## src/common/stm_defines.svh

```systemverilog
// Register map, field positions, reset values and timing counts of the
// supply threshold monitor control block.
// Assumes a 32-bit AXI4-Lite register bus on a 50 MHz clock.
`ifndef STM_DEFINES_SVH
`define STM_DEFINES_SVH

`define STM_ADDR_CONTROL 4'h0
`define STM_ADDR_STATUS 4'h4
`define STM_ADDR_MASK 4'h8

`define STM_BIT_DIRECTION 7
`define STM_BIT_BANDGAP 6
`define STM_BIT_REFSTABLE 5
`define STM_BIT_ENABLE 4
`define STM_TRIP_MSB 3
`define STM_TRIP_EXTERNAL 4'hF
`define STM_CONTROL_RESET 8'h05
`define STM_CONTROL_WMASK 8'h9F

`define STM_STAT_DETECT 0
`define STM_STAT_WAKE 1

`define STM_CLK_MHZ 50
`define STM_SETTLE_NS 1000
`define STM_SETTLE_CYCLES ((`STM_SETTLE_NS * `STM_CLK_MHZ + 999) / 1000)

`endif

```

## src/common/stm_pkg.sv

```systemverilog
// Types shared by the supply threshold monitor control block.
// Assumes nothing beyond a SystemVerilog compiler.
package stm_pkg;
  typedef enum logic [1:0] {
    STM_OFF,
    STM_SETTLING,
    STM_ARMED
  } stm_state_e;
  typedef logic [1:0] stm_resp_t;
endpackage

```

## src/stm_sync.sv

```systemverilog
// Three-stage input synchroniser with agreement filter.
// Assumes the input is asynchronous to clk; output changes only when
// the second and third stages agree.
`timescale 1ns/1ps
module stm_sync (
  input wire logic aclk,
  input wire logic aresetn,
  input wire logic async_in,
  output logic sync_out
);
  logic stage_a;
  logic stage_b;
  logic stage_c;

  // The first stage feeds only the second, to contain metastability.
  always_ff @(posedge aclk) begin
    if (!aresetn) begin
      stage_a <= 1'b0;
      stage_b <= 1'b0;
      stage_c <= 1'b0;
      sync_out <= 1'b0;
    end else begin
      stage_a <= async_in;
      stage_b <= stage_a;
      stage_c <= stage_b;
      if (stage_b == stage_c) begin
        sync_out <= stage_c;
      end
    end
  end
endmodule

```

## src/stm_ctrl.sv

```systemverilog
// Control and flag logic of a supply threshold monitor with an AXI4-Lite
// register slave. Assumes the analog comparator reports supply above trip
// as a level, and that the bandgap reports its stability as a level.
`timescale 1ns/1ps
`include "stm_defines.svh"

// Function
// - A crossing in the selected direction sets the detect flag.
// - An enabled detect flag raises the interrupt line toward the CPU.
// - One control register steers the monitor, bit 4 powering it.
// - Bit 7 set watches for rising supply, clear for falling supply.
// - Bit 6 reads back bandgap stability and ignores writes.
// - Bit 5 reads one only when detection may set the flag.
// - Bits 3 to 0 pick the trip level, code 1111 the external pin.
// - The flag can be set only after settling marks the reference stable.
// - The monitor runs in sleep and a crossing raises a wake request.
// - Reset returns the control register to its off state.
module stm_ctrl #(
  parameter int SETTLE_CYCLES = `STM_SETTLE_CYCLES
) (
  input wire logic aclk,
  input wire logic aresetn,
  input wire logic [3:0] s_axi_awaddr,
  input wire logic [2:0] s_axi_awprot,
  input wire logic s_axi_awvalid,
  output logic s_axi_awready,
  input wire logic [31:0] s_axi_wdata,
  input wire logic [3:0] s_axi_wstrb,
  input wire logic s_axi_wvalid,
  output logic s_axi_wready,
  output logic [1:0] s_axi_bresp,
  output logic s_axi_bvalid,
  input wire logic s_axi_bready,
  input wire logic [3:0] s_axi_araddr,
  input wire logic [2:0] s_axi_arprot,
  input wire logic s_axi_arvalid,
  output logic s_axi_arready,
  output logic [31:0] s_axi_rdata,
  output logic [1:0] s_axi_rresp,
  output logic s_axi_rvalid,
  input wire logic s_axi_rready,
  input wire logic comparator_above,
  input wire logic bandgap_ready,
  input wire logic sleep_mode,
  output logic monitor_power,
  output logic external_trip_select,
  output logic [3:0] trip_level,
  output logic wake_request,
  output logic irq
);
  // The settle counter is sixteen bits wide, so refuse longer waits when
  // the block is elaborated rather than letting the count wrap.
  if (SETTLE_CYCLES < 1 || SETTLE_CYCLES > 65535) begin
    $error("SETTLE_CYCLES out of range");
  end

  localparam stm_pkg::stm_resp_t RESP_OKAY = 2'h0;
  localparam stm_pkg::stm_resp_t RESP_SLVERR = 2'h2;
  localparam logic [15:0] SETTLE_LAST = 16'(SETTLE_CYCLES - 1);

  // Returns the byte-masked merge of write data into an old byte.
  function automatic logic [7:0] merge_byte(input logic [7:0] old_val,
                                            input logic [7:0] new_val,
                                            input logic strobe);
    merge_byte = strobe ? new_val : old_val;
  endfunction

  logic [7:0] detect_control_reg;
  logic [1:0] status;
  logic [1:0] mask;
  stm_pkg::stm_state_e state;
  stm_pkg::stm_state_e next_state;
  logic [15:0] settle_count;
  logic cmp_sync;
  logic bg_sync;
  logic cmp_prev;
  logic aw_held;
  logic w_held;
  logic [3:0] aw_addr;
  logic [31:0] w_data;
  logic [3:0] w_strb;

  // Comparator and bandgap are analog levels from another domain.
  stm_sync u_sync_cmp (
    .aclk(aclk),
    .aresetn(aresetn),
    .async_in(comparator_above),
    .sync_out(cmp_sync)
  );
  stm_sync u_sync_bg (
    .aclk(aclk),
    .aresetn(aresetn),
    .async_in(bandgap_ready),
    .sync_out(bg_sync)
  );

  // Field views of the control register.
  wire enable = detect_control_reg[`STM_BIT_ENABLE];
  wire dir_rise = detect_control_reg[`STM_BIT_DIRECTION];
  wire [3:0] level = detect_control_reg[`STM_TRIP_MSB:0];
  wire ref_stable = (state == stm_pkg::STM_ARMED);

  // Crossing detection, qualified by the reference being stable.
  wire rise_edge = cmp_sync && !cmp_prev;
  wire fall_edge = !cmp_sync && cmp_prev;
  wire crossing = dir_rise ? rise_edge : fall_edge;
  wire detect_event = enable && ref_stable && crossing;
  wire wake_event = detect_event && sleep_mode;

  // Bus handshake decoding.
  wire do_write = aw_held && w_held && !s_axi_bvalid;
  wire do_read = s_axi_arvalid && s_axi_arready;
  wire wr_ctrl = do_write && (aw_addr == `STM_ADDR_CONTROL);
  wire wr_stat = do_write && (aw_addr == `STM_ADDR_STATUS);
  wire wr_mask = do_write && (aw_addr == `STM_ADDR_MASK);
  wire wr_hit = wr_ctrl || wr_stat || wr_mask;
  wire rd_ctrl = s_axi_araddr == `STM_ADDR_CONTROL;
  wire rd_stat = s_axi_araddr == `STM_ADDR_STATUS;
  wire rd_mask = s_axi_araddr == `STM_ADDR_MASK;
  wire rd_hit = rd_ctrl || rd_stat || rd_mask;

  // Read-only bits are reflected live and never stored from the bus.
  wire [7:0] ctrl_view = {dir_rise, bg_sync, ref_stable, enable, level};
  wire [7:0] ctrl_new = merge_byte(detect_control_reg, w_data[7:0],
                                   w_strb[0]);
  wire [1:0] clear_bits = (wr_stat && w_strb[0]) ? w_data[1:0] : 2'h0;
  wire [1:0] set_bits = {wake_event, detect_event};
  wire [31:0] rd_word = rd_ctrl ? {24'h0, ctrl_view} :
                        rd_stat ? {30'h0, status} :
                        rd_mask ? {30'h0, mask} : 32'h0;

  // Settling sequencer: every enable restarts the stabilisation wait.
  always_comb begin
    next_state = state;
    case (state)
      stm_pkg::STM_OFF: begin
        if (enable) begin
          next_state = stm_pkg::STM_SETTLING;
        end
      end
      stm_pkg::STM_SETTLING: begin
        if (!enable) begin
          next_state = stm_pkg::STM_OFF;
        end else if (bg_sync && settle_count == SETTLE_LAST) begin
          next_state = stm_pkg::STM_ARMED;
        end
      end
      stm_pkg::STM_ARMED: begin
        if (!enable) begin
          next_state = stm_pkg::STM_OFF;
        end
      end
      default: begin
        next_state = stm_pkg::STM_OFF;
      end
    endcase
  end

  // Sequencer state and settle counter.
  always_ff @(posedge aclk) begin
    if (!aresetn) begin
      state <= stm_pkg::STM_OFF;
      settle_count <= 16'h0000;
      cmp_prev <= 1'b0;
    end else begin
      state <= next_state;
      cmp_prev <= cmp_sync;
      if (state != stm_pkg::STM_SETTLING || !bg_sync) begin
        settle_count <= 16'h0000;
      end else if (settle_count != SETTLE_LAST) begin
        settle_count <= settle_count + 16'h0001;
      end
    end
  end

  // Control register; only writable bits take bus data.
  always_ff @(posedge aclk) begin
    if (!aresetn) begin
      detect_control_reg <= `STM_CONTROL_RESET;
    end else if (wr_ctrl) begin
      detect_control_reg <= ctrl_new & `STM_CONTROL_WMASK;
    end
  end

  // Sticky status with set winning over a same-cycle clear.
  always_ff @(posedge aclk) begin
    if (!aresetn) begin
      status <= 2'h0;
      mask <= 2'h0;
    end else begin
      status <= (status & ~clear_bits) | set_bits;
      if (wr_mask && w_strb[0]) begin
        mask <= w_data[1:0];
      end
    end
  end

  // Outputs toward the analog side and the CPU, all registered.
  always_ff @(posedge aclk) begin
    if (!aresetn) begin
      monitor_power <= 1'b0;
      external_trip_select <= 1'b0;
      trip_level <= 4'h0;
      wake_request <= 1'b0;
      irq <= 1'b0;
    end else begin
      monitor_power <= enable;
      external_trip_select <= (level == `STM_TRIP_EXTERNAL);
      trip_level <= level;
      wake_request <= |(status & mask & 2'h2);
      irq <= |(status & mask);
    end
  end

  // Write channel: address and data are latched independently.
  always_ff @(posedge aclk) begin
    if (!aresetn) begin
      aw_held <= 1'b0;
      w_held <= 1'b0;
      aw_addr <= 4'h0;
      w_data <= 32'h0000_0000;
      w_strb <= 4'h0;
      s_axi_awready <= 1'b0;
      s_axi_wready <= 1'b0;
      s_axi_bvalid <= 1'b0;
      s_axi_bresp <= RESP_OKAY;
    end else begin
      s_axi_awready <= !aw_held && !s_axi_awready;
      s_axi_wready <= !w_held && !s_axi_wready;
      if (s_axi_awvalid && s_axi_awready) begin
        aw_held <= 1'b1;
        aw_addr <= s_axi_awaddr;
        s_axi_awready <= 1'b0;
      end
      if (s_axi_wvalid && s_axi_wready) begin
        w_held <= 1'b1;
        w_data <= s_axi_wdata;
        w_strb <= s_axi_wstrb;
        s_axi_wready <= 1'b0;
      end
      if (do_write) begin
        s_axi_bvalid <= 1'b1;
        s_axi_bresp <= wr_hit ? RESP_OKAY : RESP_SLVERR;
      end else if (s_axi_bvalid && s_axi_bready) begin
        s_axi_bvalid <= 1'b0;
        aw_held <= 1'b0;
        w_held <= 1'b0;
      end
    end
  end

  // Read channel: one read outstanding, data held until accepted.
  always_ff @(posedge aclk) begin
    if (!aresetn) begin
      s_axi_arready <= 1'b0;
      s_axi_rvalid <= 1'b0;
      s_axi_rdata <= 32'h0000_0000;
      s_axi_rresp <= RESP_OKAY;
    end else begin
      s_axi_arready <= !s_axi_rvalid && !s_axi_arready;
      if (do_read) begin
        s_axi_arready <= 1'b0;
        s_axi_rvalid <= 1'b1;
        s_axi_rdata <= rd_word;
        s_axi_rresp <= rd_hit ? RESP_OKAY : RESP_SLVERR;
      end else if (s_axi_rvalid && s_axi_rready) begin
        s_axi_rvalid <= 1'b0;
      end
    end
  end
endmodule

```

## config.mk

```make
export PLATFORM = sky130hd
export DESIGN_NAME = stm_ctrl
export DESIGN_NICKNAME = d
export VERILOG_FILES = /design/src/common/stm_pkg.sv /design/src/stm_sync.sv /design/src/stm_ctrl.sv
export VERILOG_INCLUDE_DIRS = /design/src /design/src/common
export SDC_FILE = /design/constraint.sdc
export NUM_CORES = 1
export LEC_CHECK = 0
export BUFFER_PORTS_ARGS = -buffer_cell sky130_fd_sc_hd__buf_2
export CAP_MARGIN = 25
export CORE_MARGIN = 2
export CORE_UTILIZATION = 45
export CTS_BUF_LIST = sky130_fd_sc_hd__clkbuf_8
export DETAILED_ROUTE_END_ITERATION = 16
export HOLD_SLACK_MARGIN = 0.1
export MAX_ROUTING_LAYER = met4
export PLACE_DENSITY = 0.74
export SETUP_SLACK_MARGIN = 0.2
export SLEW_MARGIN = 10
export SYNTH_ARGS = -nofsm -noshare
export SYNTH_HDL_FRONTEND = slang
export SYNTH_HIERARCHICAL = 1
export SYNTH_SLANG_ARGS = --single-unit
```

## constraint.sdc

```tcl
create_clock -name aclk -period 2.8 [get_ports aclk]
set_clock_uncertainty 0.05 [all_clocks]
set_input_delay 0.56 -clock aclk [delete_from_list [all_inputs] [get_ports aclk]]
set_output_delay 0.56 -clock aclk [all_outputs]
set_load 0.05 [all_outputs]
```

* Word-level counts from Yosys, hierarchy flattened *
Cells that the tools add are included.

cells by class
  add/subtract/negate cells = 1
  bitwise gates (word level) = 5
  mux-type cells = 22
  eq/ne operators = 15
  reductions and logical operators = 48

operator list
  operator                 number
  $logic_and A1 B1 Y1      21
  $mux W2                  9
  $add A16 B1 Y16 const B  1
  $eq A16 B6 Y1 const B    1
  $ne A16 B6 Y1 const B    1
  $eq A4 B4 Y1 const B     3
  $mux W1                  11
  $logic_not A1 Y1         10
  $reduce_or A2 Y1         5
  $eq A4 B3 Y1 const B     2
  $logic_not A4 Y1         2
  $mux W8                  1
  $pmux W2 S3              1
  $logic_or A1 B1 Y1       5
  $and A2 B2 Y2            2
  $ne A2 B2 Y1 const B     2
  $reduce_bool A2 Y1       2
  $ne A3 B3 Y1 const B     1
  $reduce_and A3 Y1        1
  $eq A1 B1 Y1             2
  $eq A2 B1 Y1 const B     1
  $eq A2 B2 Y1 const B     1
  $logic_not A2 Y1         1
  $ne A2 B1 Y1 const B     1
  4 further kinds          4

storage, ports and cells
  bits of input ports = 60
  flip-flop bits (word level) = 101
  word-level logic and storage cells = 123
  output and inout bits = 49

* Logic depth before layout (Yosys ltp) *
  depth in word-level cells = 8
  mapped depth = 6
  depth with buffers taken out = 6

* Modules after synthesis *
The synthesis kept the hierarchy.

modules (own cells, without submodules)
  module    area each (µm²)  cells each  times used  sequential area each (µm²)
  stm_ctrl  2,672.6          298         1           1,301.2
  stm_sync  116.4            10          2           80.1

* Worst setup path before layout *
No wires, ideal clock.

  path type = reg-to-reg
  start = register s_axi_arready
  end = register s_axi_rdata[5]
  stages on the path, launching flop included = 5
  required time = 2,684 ps
  setup slack = 1,038 ps
  buffers on the path = 0
  period minus slack after synthesis = 1,762 ps
  arrival time = 1,646 ps
  cells stage by stage = dfxtp_1 -> and4bb_2 -> nor3b_1 -> a22oi_1 -> nor2_1

on the way
  longest elaborated chain between the ends = 1

RTL lines
  item                      line             source
  start: declaration        stm_ctrl.sv:37   output logic s_axi_arready,
  start signal: assignment  stm_ctrl.sv:260  s_axi_arready <= !s_axi_rvalid && !s_axi_arready;
  $logic_and A1 B1 Y1       stm_ctrl.sv:112  wire do_read = s_axi_arvalid && s_axi_arready;
  end signal: assignment    stm_ctrl.sv:264  s_axi_rdata <= rd_word;
  end: declaration          stm_ctrl.sv:38   output logic [31:0] s_axi_rdata,

Every way passes these cells.
A chain may end at the register's enable or synchronous reset.

* Worst setup path in the final report *
  start = register s_axi_wready
  end = output port s_axi_wready

RTL lines
  item                      line             source
  start: declaration        stm_ctrl.sv:30   output logic s_axi_wready,
  start signal: assignment  stm_ctrl.sv:229  s_axi_wready <= !w_held && !s_axi_wready;

No word-level cell between the ends.

==> summary.md <==
| Metric | Value |
|---|---|
| Outcome | `finished clean` |
| Setup TNS | `0 ns` |
| Vias/cell | `5.00` |
| Initial DRC Count | `93` |
| CP arrival | `1.18 ns` |
| Buffers on Ports | `47` |
| Startpoint types | `flip-flop` |
| Placed cell count | `435` |
| CTS sink cnt | `73` |
| Clock power share | `38.9%` |
| Register share of total power | `52.1%` |
| H-tree Lvls | `3` |
| Combinational Power Share | `9.0%` |
| Initial antenna violation count | `0` |
| Full die area | `7110 um2` |
| WL/cell | `11.9 um` |
| CTS root buf | `clkbuf_8` |
| Clock Tree Buf Depth | `2` |
| Post-Route WL | `5340 um` |
| Biggest register | `settle_count` |
| Hold Vio Cnt, Final | `0` |
| VDD IR max | `433 uV` |
| Dpl hpwl | `3820 um` |
| Synthesis-to-finish area growth | `14.1%` |
| Core Box Area | `6310 um2` |
| Worst Path Max Fanout | `11` |
| Sequential share of the synthesized area | `50.3%` |
| # IOs | `109` |
| Worst slew pin tran | `0.738 ns` |
| CTS clock-pin slew for the worst setup and hold paths | `0.07 ns` |
| Vias in the first global route | `2023` |
| Min-delay worst type | `in -> reg` |
| Initial Util | `46.0%` |
| Insertion delay to the later sink of the worst-skew pair | `0.34 ns` |
| GRT Util Overall | `16.1%` |
| Die X | `84.4 um` |
| Final min period | `1.79 ns` |
| P_int | `1.55 mW` |
| Sw Share | `25.3%` |
| Mean Syn Cell Area | `9.14 um2` |
| Worst r2r src | `w_strb[0]` |
| Critical path type | `reg -> out` |
| RSZ-0062 raised after global routing | `false` |
| Synth cell types | `44` |
| Critical path required time | `2.19 ns` |
| Max reg flops | `16` |
| Pleak | `1.32 nW` |
| Number of max-cap violations | `0` |
| Pwr/cell area | `624 nW/um2` |
| Post-CTS sizing | `0` |
| Final nets | `431` |
| TritonCTS clock tree | `built` |
| Post-synth top area share | `50.3%` |
| Post-synth top area cell | `dfxtp_1` |
| Critical path, cell by cell | `buf_2` |
| Remaining global-route overflow | `0` |
| Register-to-register setup slack | `1.04 ns` |
| Crit path depth | `1` |
| N_diodes | `0` |
| Largest registers | `settle_count x16, s_axi_rdata x8` |
| Site row count | `29` |
| Largest cells by area after synthesis | `dfxtp_1 (50%), buf_4 (6.7%), nand2_1 (4.3%)` |
| Detailed-router iteration count before antenna repair | `4` |
| Chip height | `84.4 um` |
| Peak Freq | `560 MHz` |
| Setup ws final | `1.01 ns` |
| Commonest non-fill, non-tap cell in the layout | `dfxtp_1` |
| Largest net degree at the start of global routing | `31` |
| DP Worst Slack | `0.787 ns` |
| ANT nets after route | `0` |
| Total number of yosys warnings | `6` |
| Routability cong. | `0.756` |
| Slowest stage delay, CP | `0.51 ns` |
| CP max-delay cell | `dfxtp_1` |
| Slew Viols, Final | `0` |
| Worst Setup SP | `s_axi_wready` |
| Cell Area, Synth | `2910 um2` |
| Non-Filler Instances | `450` |
| Cts hold-fix bufs | `0` |
| Crit-path leading delay family | `flip-flops` |
| Global-route wire length before repair | `8960 um` |
| Critical path destination | `s_axi_wready` |
| Detailed-route via count | `2248` |
| Fraction of layout cells with a size suffix above 1 | `19.3%` |
| Syn Inst Count | `318` |
| Crit share post-route | `63.8%` |
| Post-CTS Setup Repair Bufs | `0` |
| FF+latch count, synth | `73` |
| Worst reg2reg path endpoint | `detect_control_reg[0]` |
| Most frequent cells in the layout | `dfxtp_1 (73), buf_2 (47), nand2_1 (33), nor2_1 (26), conb_1 (26)` |
| Total CTS buffers | `9` |
| Switch Pwr | `0.524 mW` |
| Worst Setup End Kind | `primary output` |
| DRC viols | `0` |
| Slew HR | `50.7%` |
| Worst path bufs/invs | `1` |
| Setup violators final | `0` |
| Reg2Reg Depth | `4` |
per-layer routing:
metal / track usage, % / up-vias / wire [um]
met5: - / - / 0
met4: 5.48 / 0 / 44
met3: 5.60 / 6 / 274
met2: 25.8 / 58 / 2640
met1: 18.8 / 1035 / 2370
li1: - / 1149 / -
cell usage after synthesis, drive strengths merged:
library cell / n
ha: 2
nor3b: 2
and3: 2
o2bb2ai: 2
nand3b: 3
nand2: 33
and4: 1
a22oi: 8
a311oi: 1
nor3: 9
nor2: 26
xor2: 1
or3b: 1
nand2b: 2
nand4: 4
clkbuf: 6
nand3: 21
xnor2: 10
conb: 1
nor4bb: 1
nor4b: 1
o21a: 1
a211oi: 2
mux2i: 6
nor4: 5
a31o: 2
inv: 9
or3: 4
nand4b: 2
o21ai: 9
a32o: 1
a21oi: 22
dfxtp: 73
nor2b: 4
a21boi: 2
buf: 28
and2: 9
and4bb: 1
and3b: 1
how the worst min path moves through the flow:
stage | slack (ns) | from | endpoint | cells past startpoint
after floorplan | 0.36 | u_sync_bg/stage_a | u_sync_bg/stage_b | 1
after global placement | 0.37 | u_sync_bg/stage_a | u_sync_bg/stage_b | 1
final | 0.37 | bandgap_ready | u_sync_bg/stage_a | 2
after detailed placement | 0.38 | u_sync_bg/stage_a | u_sync_bg/stage_b | 1
after CTS | 0.36 | bandgap_ready | u_sync_bg/stage_a | 2
after global routing | 0.36 | bandgap_ready | u_sync_bg/stage_a | 2
cell families after synthesis:
kind of cell | count (synthesis) | synth area share (%)
other cells | 1 | 0.129
compound gates | 50 | 10.6
mux | 6 | 2.07
fa+ha+maj | 2 | 0.861
buf+inv | 43 | 8.91
simple gates | 132 | 23.9
flops | 73 | 50.3
xor+xnor | 11 | 3.32
cell type report:
class / count / area (um2)
Inverter: 9 / 33.8
Sequential cell: 73 / 1460
Tap cell: 77 / 96.3
Multi-Input combinational cell: 227 / 1280
Clock inverter: 4 / 43.8
Timing Repair Buffer: 49 / 250
Fill cell: 594 / 3000
Clock buffer: 11 / 151
power by group through the flow:
stage	clock network [mW]	logic (mW)	registers, mW
floorplan	0	0.149	1.13
global placement	0	0.185	1.10
detailed placement	0	0.185	1.10
CTS	0.826	0.186	1.08
global route	0.872	0.198	1.08
finish	0.806	0.185	1.08
stage by stage:
step           power [mW]  instance area (um2)  hold slack (ns)  utilization, %
2_1_floorplan        1.28                 3000            0.362               -
3_3_place_gp         1.29                 3120            0.368            49.4
3_5_place_dp         1.29                 3120            0.376            49.4
4_1_cts              2.09                 3320            0.356            52.5
5_1_grt              2.15                 3320            0.365            52.5
6_report             2.07                 3320            0.367            52.5
Note: power is estimated with default switching activity, not from simulation.
